$ cat config.mk
export PLATFORM = sky130hd
export DESIGN_NAME = padm_dimmer
export DESIGN_NICKNAME = d
export VERILOG_FILES = /design/src/padm_pkg.sv /design/src/padm_reg_if.sv /design/src/padm_ahb_slave.sv /design/src/padm_timebase.sv /design/src/padm_dimmer.sv
export VERILOG_INCLUDE_DIRS = /design/src
export SDC_FILE = /design/constraint.sdc
export NUM_CORES = 1
export LEC_CHECK = 0
export BUFFER_PORTS_ARGS = -buffer_cell sky130_fd_sc_hd__clkbuf_2
export CORE_MARGIN = 1
export CORE_UTILIZATION = 46
export DETAILED_ROUTE_END_ITERATION = 10
export PLACE_DENSITY = 0.75
export REMOVE_ABC_BUFFERS = 1
export SYNTH_ARGS = -nofsm -noshare
export SYNTH_HDL_FRONTEND = slang
export SYNTH_SLANG_ARGS = --single-unit
$ cat constraint.sdc
create_clock -name clk_i -period 35.1 [get_ports clk_i]
set_input_delay 7.02 -clock clk_i [delete_from_list [all_inputs] [get_ports clk_i]]
set_output_delay 7.02 -clock clk_i [all_outputs]
set_load 0.1 [all_outputs]
$ cat src/padm_defines.svh
// Constants of the twelve-channel phase-angle dimmer: offsets, fields, timing.
// Assumes a 250 MHz system clock and a word-aligned AHB-Lite register map.
`ifndef PADM_DEFINES_SVH
`define PADM_DEFINES_SVH

`define PADM_NUM_CH        12
`define PADM_FIRST_OUT     5
`define PADM_LAST_OUT      16

`define PADM_CLK_NS        4
`define PADM_TICK_NS       53000
`define PADM_TICK_CYC      (`PADM_TICK_NS / `PADM_CLK_NS)
`define PADM_PULSE_NS      10000
`define PADM_PULSE_CYC     (`PADM_PULSE_NS / `PADM_CLK_NS)

`define PADM_MAX_50HZ      8'hBC
`define PADM_MAX_60HZ      8'h9C
`define PADM_MIN_DELAY     8'h01

`define PADM_OFS_CTRL      8'h00
`define PADM_OFS_MODE      8'h04
`define PADM_OFS_STATUS    8'h08
`define PADM_OFS_ERR       8'h0C
`define PADM_OFS_FIRED     8'h10
`define PADM_OFS_DELAY0    8'h40
`define PADM_OFS_DELAY11   8'h6C

`define PADM_CTRL_ZC_EN    0
`define PADM_CTRL_HZ60     1
`define PADM_CTRL_RESET    32'h0000_0000
`define PADM_MODE_RESET    24'h00_0000
`define PADM_DELAY_RESET   8'h00

`endif

$ cat src/padm_pkg.sv
// Types shared by the dimmer modules.
// Assumes padm_defines.svh for the figures.
`include "padm_defines.svh"
package padm_pkg;
  typedef enum logic [1:0] {
    PADM_MODE_OFF,
    PADM_MODE_DIM,
    PADM_MODE_ON,
    PADM_MODE_OFF2
  } padm_mode_type;

  typedef enum logic [1:0] {
    PADM_BUS_IDLE,
    PADM_BUS_WAIT,
    PADM_BUS_DONE
  } padm_bus_state_type;

  typedef logic [7:0] padm_delay_type;
endpackage

$ cat src/padm_reg_if.sv
// Register access path between the bus slave and the dimmer core.
// Assumes one write strobe per bus write and a combinational read value.
`timescale 1ns/10ps
interface padm_reg_if;
  logic        wr;
  logic [7:0]  addr;
  logic [31:0] wdata;
  logic [31:0] rdata;

  modport slave (output wr, output addr, output wdata, input rdata);
  modport regs  (input wr, input addr, input wdata, output rdata);
endinterface

$ cat src/padm_ahb_slave.sv
// AHB-Lite slave: one wait state per transfer, response always OKAY.
// Assumes single-word transfers and that hready_i is this slave's own hreadyout.
`timescale 1ns/10ps
module padm_ahb_slave
  import padm_pkg::*;
(
  // Clock and reset
  input  wire logic        clk_i,
  input  wire logic        reset_i,
  // AHB-Lite
  input  wire logic        hsel_i,
  input  wire logic [31:0] haddr_i,
  input  wire logic [1:0]  htrans_i,
  input  wire logic        hwrite_i,
  input  wire logic [31:0] hwdata_i,
  input  wire logic        hready_i,
  output logic [31:0]      hrdata_o,
  output logic             hreadyout_o,
  output logic             hresp_o,
  // Register side
  padm_reg_if.slave        reg_if
);
  padm_bus_state_type state_q;
  logic               write_q;
  logic [7:0]         addr_q;
  logic               accept;

  assign accept       = hsel_i & hready_i & htrans_i[1];
  assign reg_if.addr  = addr_q;
  assign reg_if.wdata = hwdata_i;
  assign reg_if.wr    = (state_q == PADM_BUS_WAIT) & write_q;

  always_ff @(posedge clk_i or posedge reset_i) begin
    if (reset_i) begin
      state_q     <= PADM_BUS_IDLE;
      write_q     <= 1'b0;
      addr_q      <= 8'h00;
      hrdata_o    <= 32'h0000_0000;
      hreadyout_o <= 1'b1;
      hresp_o     <= 1'b0;
    end else begin
      hresp_o <= 1'b0;
      case (state_q)
        PADM_BUS_WAIT: begin
          // Wait state gives the read value a register stage
          hrdata_o    <= write_q ? 32'h0000_0000 : reg_if.rdata;
          hreadyout_o <= 1'b1;
          state_q     <= PADM_BUS_DONE;
        end
        default: begin
          if (accept) begin
            // Upper address bits ignored; map mirrors every 256 bytes
            addr_q      <= {haddr_i[7:2], 2'b00};
            write_q     <= hwrite_i;
            hreadyout_o <= 1'b0;
            state_q     <= PADM_BUS_WAIT;
          end else begin
            state_q <= PADM_BUS_IDLE;
          end
        end
      endcase
    end
  end
endmodule // padm_ahb_slave

$ cat src/padm_timebase.sv
// Zero-cross edge detector and tick generator for the dimmer slots.
// Assumes zero_cross_i already synchronous to clk_i.
`timescale 1ns/10ps
`include "padm_defines.svh"
module padm_timebase #(
  parameter int TICK_CYC = `PADM_TICK_CYC
) (
  // Clock and reset
  input  wire logic clk_i,
  input  wire logic reset_i,
  // Control
  input  wire logic zero_cross_i,
  input  wire logic zc_enable_i,
  // Events
  output logic      half_start_o,
  output logic      tick_o
);
  logic        zc_prev_q;
  logic [15:0] tick_cnt_q;
  logic        zc_fall;

  assign zc_fall = zc_prev_q & ~zero_cross_i & zc_enable_i;

  always_ff @(posedge clk_i or posedge reset_i) begin
    if (reset_i) begin
      zc_prev_q    <= 1'b1;
      half_start_o <= 1'b0;
    end else begin
      zc_prev_q    <= zero_cross_i;
      half_start_o <= zc_fall;
    end
  end

  // Tick phase restarts at each crossing so slot 1 is a full tick late
  always_ff @(posedge clk_i or posedge reset_i) begin
    if (reset_i) begin
      tick_cnt_q <= 16'h0000;
      tick_o     <= 1'b0;
    end else if (zc_fall) begin
      tick_cnt_q <= 16'h0000;
      tick_o     <= 1'b0;
    end else if (tick_cnt_q == 16'(TICK_CYC - 1)) begin
      tick_cnt_q <= 16'h0000;
      tick_o     <= 1'b1;
    end else begin
      tick_cnt_q <= tick_cnt_q + 16'h0001;
      tick_o     <= 1'b0;
    end
  end
endmodule // padm_timebase

$ cat src/padm_dimmer.sv
// Twelve-channel phase-angle dimmer core with AHB-Lite register access.
// Assumes an opto-isolated zero-cross signal and non-zero-crossing relays on the outputs.
//
// Our own choices: register access over AHB-Lite and the register addresses.
`timescale 1ns/10ps
`include "padm_defines.svh"
module padm_dimmer
  import padm_pkg::*;
#(
  parameter int TICK_CYC = `PADM_TICK_CYC
) (
  // Clock and reset
  input  wire logic                        clk_i,
  input  wire logic                        reset_i,
  // AHB-Lite
  input  wire logic                        hsel_i,
  input  wire logic [31:0]                 haddr_i,
  input  wire logic [1:0]                  htrans_i,
  input  wire logic [2:0]                  hsize_i,
  input  wire logic                        hwrite_i,
  input  wire logic [31:0]                 hwdata_i,
  input  wire logic                        hready_i,
  output logic [31:0]                      hrdata_o,
  output logic                             hreadyout_o,
  output logic                             hresp_o,
  // Mains and relays
  input  wire logic                        zero_cross_i,
  output logic [`PADM_LAST_OUT:`PADM_FIRST_OUT] dimmer_out_o
);
  localparam int NCH = `PADM_NUM_CH;

  padm_reg_if reg_if ();

  logic [31:0]    ctrl_q;
  logic [23:0]    mode_q;
  padm_delay_type delay_q   [NCH];
  padm_delay_type shadow_q  [NCH];
  logic [11:0]    pulse_q   [NCH];
  logic [NCH-1:0] fired_q;
  logic [NCH-1:0] err_q;
  logic [7:0]     slot_q;
  logic [15:0]    half_cnt_q;
  logic           half_start;
  logic           tick;
  logic [NCH-1:0] bad_wr;
  logic [NCH-1:0] fire_now;
  logic [31:0]    rdata;

  // Channel index of a delay register, or all ones when not one
  function automatic logic [3:0] chan_of(input logic [7:0] addr);
    logic [7:0] idx;
    idx = (addr - `PADM_OFS_DELAY0) >> 2;
    if (addr >= `PADM_OFS_DELAY0 && addr <= `PADM_OFS_DELAY11) begin
      chan_of = idx[3:0];
    end else begin
      chan_of = 4'hF;
    end
  endfunction

  // Highest legal delay for the configured mains frequency
  function automatic padm_delay_type max_delay(input logic hz60);
    max_delay = hz60 ? `PADM_MAX_60HZ : `PADM_MAX_50HZ;
  endfunction

  padm_ahb_slave u_slave (
    .clk_i       (clk_i),
    .reset_i     (reset_i),
    .hsel_i      (hsel_i),
    .haddr_i     (haddr_i),
    .htrans_i    (htrans_i),
    .hwrite_i    (hwrite_i),
    .hwdata_i    (hwdata_i),
    .hready_i    (hready_i),
    .hrdata_o    (hrdata_o),
    .hreadyout_o (hreadyout_o),
    .hresp_o     (hresp_o),
    .reg_if      (reg_if)
  );

  padm_timebase #(
    .TICK_CYC (TICK_CYC)
  ) u_timebase (
    .clk_i        (clk_i),
    .reset_i      (reset_i),
    .zero_cross_i (zero_cross_i),
    .zc_enable_i  (ctrl_q[`PADM_CTRL_ZC_EN]),
    .half_start_o (half_start),
    .tick_o       (tick)
  );

  // Control and mode registers
  always_ff @(posedge clk_i or posedge reset_i) begin
    if (reset_i) begin
      ctrl_q <= `PADM_CTRL_RESET;
      mode_q <= `PADM_MODE_RESET;
    end else if (reg_if.wr) begin
      if (reg_if.addr == `PADM_OFS_CTRL) begin
        ctrl_q <= {30'h0000_0000, reg_if.wdata[1:0]};
      end
      if (reg_if.addr == `PADM_OFS_MODE) begin
        mode_q <= reg_if.wdata[23:0];
      end
    end
  end

  // Delay writes outside the legal range are dropped and flagged
  always_comb begin
    for (int i = 0; i < NCH; i++) begin
      bad_wr[i] = reg_if.wr && chan_of(reg_if.addr) == 4'(i) &&
                  (reg_if.wdata[31:0] < 32'(`PADM_MIN_DELAY) ||
                   reg_if.wdata[31:0] > 32'(max_delay(ctrl_q[`PADM_CTRL_HZ60])));
    end
  end

  always_ff @(posedge clk_i or posedge reset_i) begin
    if (reset_i) begin
      for (int i = 0; i < NCH; i++) begin
        delay_q[i] <= `PADM_DELAY_RESET;
      end
    end else begin
      for (int i = 0; i < NCH; i++) begin
        if (reg_if.wr && chan_of(reg_if.addr) == 4'(i) && !bad_wr[i]) begin
          delay_q[i] <= reg_if.wdata[7:0];
        end
      end
    end
  end

  // Sticky error flags, write one to clear; a new error wins over the clear
  always_ff @(posedge clk_i or posedge reset_i) begin
    if (reset_i) begin
      err_q <= '0;
    end else begin
      for (int i = 0; i < NCH; i++) begin
        if (bad_wr[i]) begin
          err_q[i] <= 1'b1;
        end else if (reg_if.wr && reg_if.addr == `PADM_OFS_ERR && reg_if.wdata[i]) begin
          err_q[i] <= 1'b0;
        end
      end
    end
  end

  // Delays latched at the crossing so a rewrite never splits a half cycle
  always_ff @(posedge clk_i or posedge reset_i) begin
    if (reset_i) begin
      for (int i = 0; i < NCH; i++) begin
        shadow_q[i] <= `PADM_DELAY_RESET;
      end
    end else if (half_start) begin
      for (int i = 0; i < NCH; i++) begin
        shadow_q[i] <= delay_q[i];
      end
    end
  end

  // Slot counter in ticks since the last crossing
  always_ff @(posedge clk_i or posedge reset_i) begin
    if (reset_i) begin
      slot_q     <= 8'h00;
      half_cnt_q <= 16'h0000;
    end else if (half_start) begin
      slot_q     <= 8'h00;
      half_cnt_q <= half_cnt_q + 16'h0001;
    end else if (tick && slot_q != 8'hFF) begin
      slot_q <= slot_q + 8'h01;
    end
  end

  // A channel fires once, on the tick that reaches its delay
  always_comb begin
    for (int i = 0; i < NCH; i++) begin
      fire_now[i] = tick && !half_start && !fired_q[i] && shadow_q[i] != 8'h00 &&
                    slot_q + 8'h01 == shadow_q[i];
    end
  end

  always_ff @(posedge clk_i or posedge reset_i) begin
    if (reset_i) begin
      fired_q <= '0;
    end else if (half_start) begin
      fired_q <= '0;
    end else begin
      fired_q <= fired_q | fire_now;
    end
  end

  // Short gate pulse; the relay latches on until the next crossing
  always_ff @(posedge clk_i or posedge reset_i) begin
    if (reset_i) begin
      for (int i = 0; i < NCH; i++) begin
        pulse_q[i] <= 12'h000;
      end
    end else begin
      for (int i = 0; i < NCH; i++) begin
        if (fire_now[i]) begin
          pulse_q[i] <= 12'(`PADM_PULSE_CYC);
        end else if (pulse_q[i] != 12'h000) begin
          pulse_q[i] <= pulse_q[i] - 12'h001;
        end
      end
    end
  end

  // Output n+4 carries channel n
  always_ff @(posedge clk_i or posedge reset_i) begin
    if (reset_i) begin
      dimmer_out_o <= '0;
    end else begin
      for (int i = 0; i < NCH; i++) begin
        case (padm_mode_type'(mode_q[2*i +: 2]))
          PADM_MODE_ON:  dimmer_out_o[i + `PADM_FIRST_OUT] <= 1'b1;
          PADM_MODE_DIM: dimmer_out_o[i + `PADM_FIRST_OUT] <= pulse_q[i] != 12'h000;
          default:       dimmer_out_o[i + `PADM_FIRST_OUT] <= 1'b0;
        endcase
      end
    end
  end

  // Read mux; unmapped offsets read as zero
  always_comb begin
    rdata = 32'h0000_0000;
    case (reg_if.addr)
      `PADM_OFS_CTRL:   rdata = ctrl_q;
      `PADM_OFS_MODE:   rdata = {8'h00, mode_q};
      `PADM_OFS_STATUS: rdata = {8'h00, slot_q, half_cnt_q};
      `PADM_OFS_ERR:    rdata = {20'h0_0000, err_q};
      `PADM_OFS_FIRED:  rdata = {20'h0_0000, fired_q};
      default: begin
        if (chan_of(reg_if.addr) != 4'hF) begin
          rdata = {24'h00_0000, delay_q[chan_of(reg_if.addr)]};
        end
      end
    endcase
  end
  assign reg_if.rdata = rdata;
endmodule // padm_dimmer

==> key figures, run 1 <==
Hold path
  – Hold endpoint: half_cnt_q[15]
  – Hold_sp: half_cnt_q[15]
  – Worst Hold Depth: 1
  – Hold Crit Class: register to register

Placed design
  – Dpl cell area: 25,000 um^2
  – Port bufs: 81
  – Gp weighted congestion: 0.953
  – Dpl hpwl: 43,600 um

Status
  – Status: finished, final reports clean

Synth
  – XOR/XNOR Fraction of Synth Area: 7.50%
  – Synth Warn #: 0
  – Synth top area cells: dfrtp_1 (50%), mux2_2 (9.7%), xnor2_1 (4.1%)
  – Register area share after synthesis: 49.8%
  – Ys async rst share: 100%
  – Main flop type after synthesis: dfrtp_1
  – #FFs+latches synth: 475
  – Adder-cell area share of the yosys netlist: 2.23%
  – Compound-gate portion of the synthesized area: 9.84%
  – EDFF count, synth: 0
  – Largest family of logic cells by synthesized area: simple AND/OR/NAND/NOR gates
  – Synth Cell Area: 23,900 um^2
  – Post-synth top area share: 49.6%
  – Dominant cell by count in the synthesized netlist: dfrtp_1
  – Most frequent cells after synthesis: dfrtp_1 (473), mux2_2 (206), nor2_1 (190)
  – Synthesized instance count: 2,218
  – Mux cell area share after synthesis: 10.5%
  – Post-synth top area cell: dfrtp_1
  – Simple-gate share of the synthesized area: 17.0%
  – Syn_area_per_cell: 10.8 um^2
  – Yosys cell types: 75

Clocking
  – Setup bufs post-CTS: 0
  – H-tree Lvls: 2
  – Post-cts resize count: 0
  – Clock Path Buffers: 3
  – Cts bufs inserted: 50
  – Clock-pin slew on the worst setup and hold paths: 0.06 ns
  – Sink Count: 475
  – Later-pin clock latency in the skew report: 0.61 ns
  – Root buffer cell: clkbuf_16
  – CTS tree: yes
  – Post-CTS Hold Buffers: 0

Floorplan
  – Die H: 230 um
  – Die Footprint: 52,800 um^2
  – Row count: 83
  – Starting density of the core: 46.5%
  – Die span in x: 230 um
  – Io pins: 121
  – Core Region: 51,300 um^2

Critical path
  – Crit-path cells: clkbuf_2 -> ha_1 -> nand4_1 -> or4_1 -> a31oi_2 -> nor2b_1 -> nand3_4 -> mux2_2
  – CP required: 35.57 ns
  – CP Class: input port to register
  – Crit path arrival time: 10.35 ns
  – Worst reg-to-reg path cell count: 6
  – Crit. End Element: register
  – Reg2reg start: slot_q[2]
  – R2r setup slk: 30.86 ns
  – Reg2Reg Capture Point: pulse_q[105]
  – Critical path's largest stage delay: 0.86 ns
  – Critical path origin: hwdata_i[5]
  – Worst-path fanout max: 16
  – CP Launch Type: input port
  – CP max stage cell: nor2b_1

Power and ir drop
  – Net Sw Frac: 25.1%
  – Power Dens Cells: 47.1 nW/um^2
  – Maximum vdd drop: 0.0351 mV
  – Combinational share of power: 7.8%
  – Leakage: 13.0 nW
  – Power Internal: 0.944 mW
  – Clock share of power: 46.1%
  – Psw: 0.317 mW
  – Flop pwr share: 46.1%

Route
  – Vias post-DR: 18.1k
  – DR WL met2: 30,200 um
  – Routed met1 length: 26,300 um
  – Post-Route WL: 64,400 um
  – Routed len/inst: 21.4 um
  – Initial DRC Count: 1,712
  – Via density: 6.01
  – Antenna Nets Post-Route: 0
  – Met3 wire len: 5420 um
  – DRC viols: 0
  – Top sig layer: met5
  – Drt first pass iters: 7

Job
  – Max Cap Violations: 0

Final layout
  – Number of inserted diodes: 0
  – Final net count: 2,403
  – Area grow syn2layout: 12.2%
  – Fin area: 26,800 um^2
  – Share of layout cells above drive strength 1: 19.2%
  – Filler cells: 4,321

GRT
  – Initial antenna violation count: 1
  – Largest net degree at the start of global routing: 136
  – Tot GR Track Use: 24.5%
  – Aggregate global routing overflow: 0
  – Vias in the first global route: 18.4k
  – First-pass GRT wire length: 102,000 um

Timing
  – RSZ-0062 raised after global routing: no
  – Fmax: 101 MHz
  – Setup Skew: 0.0244 ns
  – Fin crit share: 28.1%
  – Rel. slew slack: 14.7%
  – Min Clock Period, post-route: 9.87 ns
  – Final hold vios: 0
  – Setup violations, final: 0
  – Worst-Margin Slew: 1.27 ns
  – Max Slew Vio Count: 0
  – Setup Total Neg Slack: 0 ns
-- worst max-delay path: cells and delay by family --
kind                     cells  cell delay [ns]
AND/OR/NAND/NOR              4             1.74
AO/OA/AOI/OAI                1             0.43
multiplexers                 1             0.39
buffers and inverters        1             0.32
adder cells (fa/ha/maj)      1             0.41
-- metal layers --
metal | vias to the layer above | GRT usage, %
met2 | 720 | 39.6
met1 | 9093 | 31.8
met5 | - | 0
met4 | 2 | 10.6
li1 | 8091 | -
met3 | 171 | 5.08
-- power groups by stage --
stage | clock network [mW] | registers (mW) | logic (mW)
floorplan | 0 | 0.594 | 0.0562
global placement | 0 | 0.590 | 0.0939
detailed placement | 0 | 0.591 | 0.0961
CTS | 0.588 | 0.581 | 0.0972
global route | 0.612 | 0.583 | 0.106
finish | 0.581 | 0.582 | 0.0979
-- kinds of logic (layout without fill, tap and decap cells) --
group	after synthesis	after routing
simple gates	767	767
flops	475	475
compound gates	344	344
mux	224	224
xor+xnor	191	191
buf+inv	173	275
fa+ha+maj	43	43
other cells	1	9
-- through the flow --
step | hold slack, ns | worst slack, ns | power, mW | util (%) | cells
final | 0.480 | 25.23 | 1.26 | 52.2 | 3008
after global routing | 0.487 | 24.75 | 1.30 | 52.2 | 3008
after CTS | 0.484 | 25.23 | 1.27 | 52.2 | 3008
after detailed placement | 0.470 | 24.60 | 0.687 | 48.7 | 2915
after global placement | 0.460 | 24.70 | 0.684 | 48.7 | 2915
after floorplan | 0.442 | 14.83 | 0.650 | - | 2118
-- layout by cell type, fill, tap and decap left out, types with 45 or more instances in the layout --
cell	synthesis	final
clkbuf_2	0	81
clkbuf_16	0	51
dfrtp_1	473	472
mux2_2	206	206
nand2b_1	45	45
xor2_1	68	68
inv_1	65	64
nor3_1	72	71
nor2_1	190	190
nor4_1	62	59
nand2_1	147	147
nand3_1	54	54
o21ai_0	68	68
xnor2_1	113	113
a21oi_1	63	63
-- registers in the layout (all words and copies together) (netlist names), 2 cells and up --
register               count
delay_q                   96
u_slave.hrdata_o          24
ctrl_q                     2
slot_q                     8
err_q                     12
pulse_q                  144
dimmer_out_o              12
u_timebase.tick_cnt_q     16
u_slave.state_q            2
mode_q                    24
fired_q                   12
u_slave.reg_if.addr        6
shadow_q                  96
half_cnt_q                16
-- worst max path at each step --
stage,endpoint,slack [ns],depth (start not counted)
2_1_floorplan,ctrl_q[0],14.83,1
3_3_place_gp,pulse_q[43],24.70,5
3_5_place_dp,pulse_q[44],24.60,5
4_1_cts,pulse_q[26],25.23,5
5_1_grt,delay_q[12],24.75,5
6_report,delay_q[84],25.23,8
-- cell type report --
class	count	area (um^2)	share of cell area [%]
sequential	475	11900	44.4
multi-input combinational	1578	11300	42.2
clock buffer	64	1390	5.17
tap	680	851	3.18
timing repair buffer	117	676	2.52
clock inverter	29	430	1.61
inverter	65	251	0.939
Power figures use the tool's default switching activity.
==> inputs of run 2 (changes only) <==
Settings changed: PLACE_DENSITY 0.75 to 0.77.
Clock period 35.1 ns to 7.95 ns, I/O delays scaled along.
==> key figures, run 2 (synthesis gave the netlist of run 1 again) <==
Status
  – Status: finished with violations
  – Failing checks: design-rule violations

Route
  – Antenna Nets Post-Route: 0 (unchanged)
  – Routed len/inst: 21.2 um (-0.92%)
  – Initial DRC Count: 1,977 (+15%)
  – Vias post-DR: 18.3k (+1.0%)
  – Post-Route WL: 63,700 um (-1.1%)
  – Via density: 6.08 (+1.2%)
  – DRC viols: 4 (+4)
  – Drt first pass iters: 9 (+2)

Clocking
  – Post-CTS Hold Buffers: 0 (unchanged)
  – Setup bufs post-CTS: 0 (unchanged)
  – Sink Count: 475 (unchanged)
  – Post-cts resize count: 0 (unchanged)
  – CTS tree: yes
  – Clock-pin slew on the worst setup and hold paths: 0.06 ns (about the same)
  – Clock Path Buffers: 3 (unchanged)
  – Cts bufs inserted: 48 (-4.0%)
  – Later-pin clock latency in the skew report: 0.59 ns (-0.02 ns)
  – H-tree Lvls: 2 (unchanged)
  – Root buffer cell: clkbuf_16

GRT
  – Aggregate global routing overflow: 0 (unchanged)
  – First-pass GRT wire length: 102,000 um (about the same)
  – Largest net degree at the start of global routing: 181 (+33%)
  – Tot GR Track Use: 24.3% (-0.24 points)
  – Vias in the first global route: 18.5k (+0.50%)
  – Initial antenna violation count: 3 (+2)

Power and ir drop
  – Net Sw Frac: 25.8% (+0.62 points)
  – Flop pwr share: 48.3% (+2.2 points)
  – Leakage: 12.9 nW (-0.79%)
  – Combinational share of power: 8.1% (+0.3 points)
  – Clock share of power: 43.6% (-2.5 points)
  – Power Dens Cells: 200 nW/um^2 (+320%)
  – Maximum vdd drop: 0.144 mV (+310%)
  – Power Internal: 3.95 mW (+320%)
  – Total power: 5.32 mW (+320%)
  – Psw: 1.37 mW (+330%)

Critical path
  – Crit path arrival time: 4.94 ns (-5.41 ns)
  – CP Class: input port to register
  – CP Launch Type: input port
  – Crit-path cells: clkbuf_2 -> ha_1 -> nand4_1 -> or4_1 -> a31oi_2 -> nor2b_1 -> nand3_4 -> mux2_2
  – CP required: 8.41 ns (-27.16 ns)
  – Worst-path fanout max: 16 (unchanged)
  – CP max stage cell: nor2b_1
  – Crit. End Element: register
  – Critical path's largest stage delay: 0.94 ns (+0.08 ns)

Floorplan
  – Row count: 83 (unchanged)
  – Die H: 230 um (unchanged)
  – Starting density of the core: 46.5% (unchanged)
  – Core Region: 51,300 um^2 (unchanged)
  – Die span in x: 230 um (unchanged)
  – Io pins: 121 (unchanged)
  – Die Footprint: 52,800 um^2 (unchanged)

Timing
  – Worst-Margin Slew: 1.19 ns (-0.0790 ns)
  – Setup violations, final: 0 (unchanged)
  – Fin crit share: 56.2%
  – Setup Total Neg Slack: 0 ns (unchanged)
  – Max Slew Vio Count: 0 (unchanged)
  – Min Clock Period, post-route: 4.47 ns
  – Fmax: 224 MHz
  – Setup Skew: 0.0177 ns (-0.00675 ns)
  – Final hold vios: 0 (unchanged)
  – Rel. slew slack: 20.4% (+5.7 points)
  – Min Hold Slack: 0.465 ns (-0.0150 ns)
  – RSZ-0062 raised after global routing: no

Final layout
  – Share of layout cells above drive strength 1: 18.8% (-0.37 points)
  – Largest register FFs: 144 (unchanged)
  – Most frequent cells in the layout: dfrtp_1 (472), mux2_2 (206), nor2_1 (190)
  – Area grow syn2layout: 11.4%
  – Largest Register: pulse_q
  – Commonest non-fill, non-tap cell in the layout: dfrtp_1
  – Final net count: 2,399 (-0.17%)
  – Top Registers: pulse_q: 144 flops, delay_q: 96 flops, shadow_q: 96 flops
  – Final Util: 51.9% (-0.36 points)

Placed design
  – Port bufs: 81 (unchanged)
  – Dpl hpwl: 43,000 um (-1.5%)
  – Gp weighted congestion: 0.985 (+3.3%)

Job
  – Max Cap Violations: 0 (unchanged)

Hold path
  – Hold Crit Class: register to register
-- run 2: worst max-delay path, delay by kind of cell --
| family | cells | cell delay, ns |
|---|---|---|
| buffers and inverters | 1 | 0.33 |
| AOI/OAI and AO/OA | 1 | 0.45 |
| muxes | 1 | 0.35 |
| and+or+nand+nor | 4 | 1.78 |
| adders and majority gates | 1 | 0.41 |
-- run 2: path summary, 6_finish.rpt --
path	start	to	slack [ns]	cells past startpoint
setup / recovery	hwdata_i[5]	delay_q[78]	3.48	8
hold / removal	u_slave.hreadyout_o	u_slave.hreadyout_o	0.46	2
setup reg to reg	slot_q[0]	pulse_q[67]	3.79	8
hold reg to reg	u_slave.hreadyout_o	u_slave.hreadyout_o	0.46	2
max in group asynchronous	reset_i	pulse_q[44]	5.38	3
min in group asynchronous	reset_i	u_timebase.tick_cnt_q[8]	1.14	2
-- run 2: metal layers --
layer / GRT usage, % / wire, um
met5: 0 / 27
met4: 12.0 / 3340
met3: 5.80 / 5860
met2: 38.8 / 29600
met1: 30.8 / 24900
-- run 2: power groups by stage --
stage | combinational, mW | clock (mW) | sequential [mW]
CTS | 0.428 | 2.34 | 2.56
global route | 0.474 | 2.44 | 2.57
global placement | 0.411 | 0 | 2.60
finish | 0.433 | 2.32 | 2.56
detailed placement | 0.424 | 0 | 2.61
floorplan | 0.248 | 0 | 2.62
-- run 2: stage by stage --
stage / cell area (um^2) / worst slack (ns) / std cells
2_1_floorplan: 23400 / -6.89 / 2118
6_report: 26600 / 3.48 / 3002
5_1_grt: 26600 / 3.42 / 3001
3_5_place_dp: 25000 / 3.00 / 2913
3_3_place_gp: 25000 / 3.05 / 2913
4_1_cts: 26600 / 3.60 / 3001
-- run 2: final cells by class --
cell class	instances	area, um^2
clock inverters	16	155
repair buffers	115	686
diodes	1	2.50
inverters	65	251
flip-flops and latches	475	11900
clock buffers	72	1460
multi-input cells	1578	11300
fillers	4320	24700
well taps	680	851
==> inputs of run 3 (changes only) <==
Clock period 7.95 ns to 3.6 ns, I/O delays scaled along.
==> key figures, run 3 (synthesis gave the netlist of run 1 again) <==
Status
  – Status: finished with violations
  – Failing checks: design-rule violations

Critical path
  – Crit. End Element: register
  – Critical path's largest stage delay: 0.62 ns (-0.32 ns)
  – CP required: 4.10 ns (-4.31 ns)
  – Buffer and inverter count on the worst path: 2 (+1)
  – CP Launch Type: register
  – Delay-heaviest family, CP: simple AND/OR/NAND/NOR gates
  – CP max stage cell: ha_1
  – CP Class: register to register
  – Crit path arrival time: 3.62 ns (-1.32 ns)
  – Cell mode on critical path: buf_4
  – Crit-path cells: ha_1 -> buf_4 -> nor2b_1 -> or4_1 -> a211oi_1 -> o211ai_1 -> nor4_2 -> buf_4 -> a221o_1
  – Worst-path fanout max: 13 (-3)

Route
  – Post-Route WL: 64,700 um (+1.5%)
  – Vias post-DR: 18.3k (+0.19%)
  – Drt first pass iters: 9 (unchanged)
  – Initial DRC Count: 1,548 (-22%)
  – Via density: 6.02 (-1.1%)
  – Antenna Nets Post-Route: 0 (unchanged)
  – Routed len/inst: 21.3 um (+0.23%)
  – DRC viols: 2 (-2)

Power and ir drop
  – Flop pwr share: 48.7% (+0.4 points)
  – Leakage: 13.1 nW (+1.4%)
  – Power Internal: 8.64 mW (+120%)
  – Combinational share of power: 8.5% (+0.4 points)
  – Net Sw Frac: 25.7% (-0.027 points)
  – Maximum vdd drop: 0.279 mV (+95%)
  – Psw: 2.99 mW (+120%)
  – Power Dens Cells: 433 nW/um^2 (+120%)
  – Clock share of power: 42.7% (-0.9 points)

Clocking
  – H-tree Lvls: 2 (unchanged)
  – Clock Path Buffers: 3 (unchanged)
  – Post-cts resize count: 0 (unchanged)
  – Cts bufs inserted: 48 (unchanged)
  – Sink Count: 475 (unchanged)
  – Post-CTS Hold Buffers: 0 (unchanged)
  – CTS tree: yes
  – Clock-pin slew on the worst setup and hold paths: 0.06 ns (about the same)
  – Root buffer cell: clkbuf_16
  – Later-pin clock latency in the skew report: 0.58 ns (about the same)
  – Setup bufs post-CTS: 0 (unchanged)

Floorplan
  – Die H: 230 um (unchanged)
  – Die span in x: 230 um (unchanged)
  – Starting density of the core: 46.5% (unchanged)
  – Core Region: 51,300 um^2 (unchanged)
  – Io pins: 121 (unchanged)
  – Die Footprint: 52,800 um^2 (unchanged)
  – Row count: 83 (unchanged)

Final layout
  – Footprint of the multi-input gates: 11,300 um^2 (unchanged)
  – Filler cells: 4,368 (+1.1%)
  – Largest register FFs: 144 (unchanged)
  – Number of inserted diodes: 0 (-1)
  – Top Registers: pulse_q: 144 flops, delay_q: 96 flops, shadow_q: 96 flops
  – Commonest non-fill, non-tap cell in the layout: dfrtp_1
  – Largest Register: pulse_q
  – Final net count: 2,439 (+1.7%)
  – Fin area: 26,900 um^2 (+1.0%)
  – Final std cells w/o fill: 3,041 (+1.3%)
  – Most frequent cells in the layout: dfrtp_1 (472), mux2_2 (206), nor2_1 (190)
  – Share of layout cells above drive strength 1: 19.9% (+1.1 points)
  – Area grow syn2layout: 12.6%
  – Final Util: 52.4% (+0.53 points)
  – Sequential Area: 11,900 um^2 (unchanged)

GRT
  – Vias in the first global route: 18.5k (-0.26%)
  – Initial antenna violation count: 1 (-2)
  – Largest net degree at the start of global routing: 89 (-51%)
  – Aggregate global routing overflow: 0 (unchanged)
  – First-pass GRT wire length: 103,000 um (+1.4%)
  – Tot GR Track Use: 24.7% (+0.43 points)

Timing
  – Fin crit share: 86.7%
  – Rel. slew slack: 25.0% (+4.6 points)
  – Final hold vios: 0 (unchanged)
  – Max Slew Vio Count: 0 (unchanged)
  – Min Clock Period, post-route: 3.12 ns
  – Setup Skew: 0.0225 ns (+0.00480 ns)
  – RSZ-0062 raised after global routing: no
  – Worst-Margin Slew: 1.13 ns (-0.0684 ns)
  – Setup violations, final: 0 (unchanged)
  – Fmax: 320 MHz

Placed design
  – Dpl hpwl: 45,300 um (+5.4%)
  – Cells after DPL: 2,953 (+1.4%)
  – Port bufs: 81 (unchanged)
  – Gp weighted congestion: 0.980 (-0.47%)
  – Dpl cell area: 25,300 um^2 (+1.4%)

Hold path
  – Hold Crit Class: input port to async pin

Job
  – Max Cap Violations: 0 (unchanged)
[run 3: cell types whose count changed in the layout (fill, tap and decap cells not counted), sizes merged]
| cell | change |
|---|---|
| diode | -1 |
| bufinv | +1 |
| clkinvlp | -1 |
| buf | +40 |
| clkinv | +1 |
| inv | +1 |
| clkbuf | -2 |
[run 3: per-layer routing]
metal  vias up  wire length, um  GRT usage, %
met5         -                8             0
met4         2             3080          11.9
met3       187             5160          4.23
met2       752            29900          39.5
met1      9188            26600          32.6
li1       8166                -             -
[run 3: worst reg2reg max path, cell delays in order (launching register included)]
cell	delay, ns
dfrtp_1	0.52
ha_1	0.62
buf_4	0.28
nor2b_1	0.12
or4_1	0.48
a211oi_1	0.20
o211ai_1	0.15
nor4_2	0.32
buf_4	0.24
a221o_1	0.14
[run 3: cell type report]
type / instances / share of cell area [%]
sequential: 475 / 44.3
multi-input combinational: 1578 / 42.0
clock buffer: 70 / 5.08
timing repair buffer: 155 / 3.85
tap: 680 / 3.17
inverter: 65 / 0.936
clock inverter: 18 / 0.670
[run 3: path summary, 6_finish.rpt]
| check | endpoint | slack, ns | cells after the start | startpoint |
|---|---|---|---|---|
| worst max-delay path | pulse_q[66] | 0.48 | 9 | slot_q[0] |
| worst min-delay path | u_timebase.tick_cnt_q[9] | 0.23 | 2 | reset_i |
| worst max register to register | pulse_q[66] | 0.48 | 9 | slot_q[0] |
| worst min register to register | u_slave.hreadyout_o | 0.46 | 2 | u_slave.hreadyout_o |
| max in group asynchronous | delay_q[41] | 2.43 | 3 | reset_i |
| min in group clk_i | u_timebase.zc_prev_q | 0.27 | 1 | zero_cross_i |
[run 3: per-stage QoR]
| step | setup WS [ns] | setup TNS [ns] | total power, mW | hold slack (ns) |
|---|---|---|---|---|
| after floorplan | -10.37 | -4931.88 | 6.34 | 0.442 |
| after global placement | 0.514 | 0 | 6.71 | 0.454 |
| after detailed placement | 0.458 | 0 | 6.74 | 0.454 |
| after CTS | 0.515 | 0 | 11.7 | 0.249 |
| after global routing | 0.379 | 0 | 12.0 | 0.270 |
| final | 0.477 | 0 | 11.6 | 0.228 |
[run 3: power by group through the flow]
stage	combinational (mW)	sequential [mW]	clock (mW)
2_1_floorplan	0.548	5.79	0
3_3_place_gp	0.962	5.75	0
3_5_place_dp	0.978	5.76	0
4_1_cts	0.992	5.66	5.05
5_1_grt	1.09	5.68	5.25
6_report	0.992	5.67	4.97
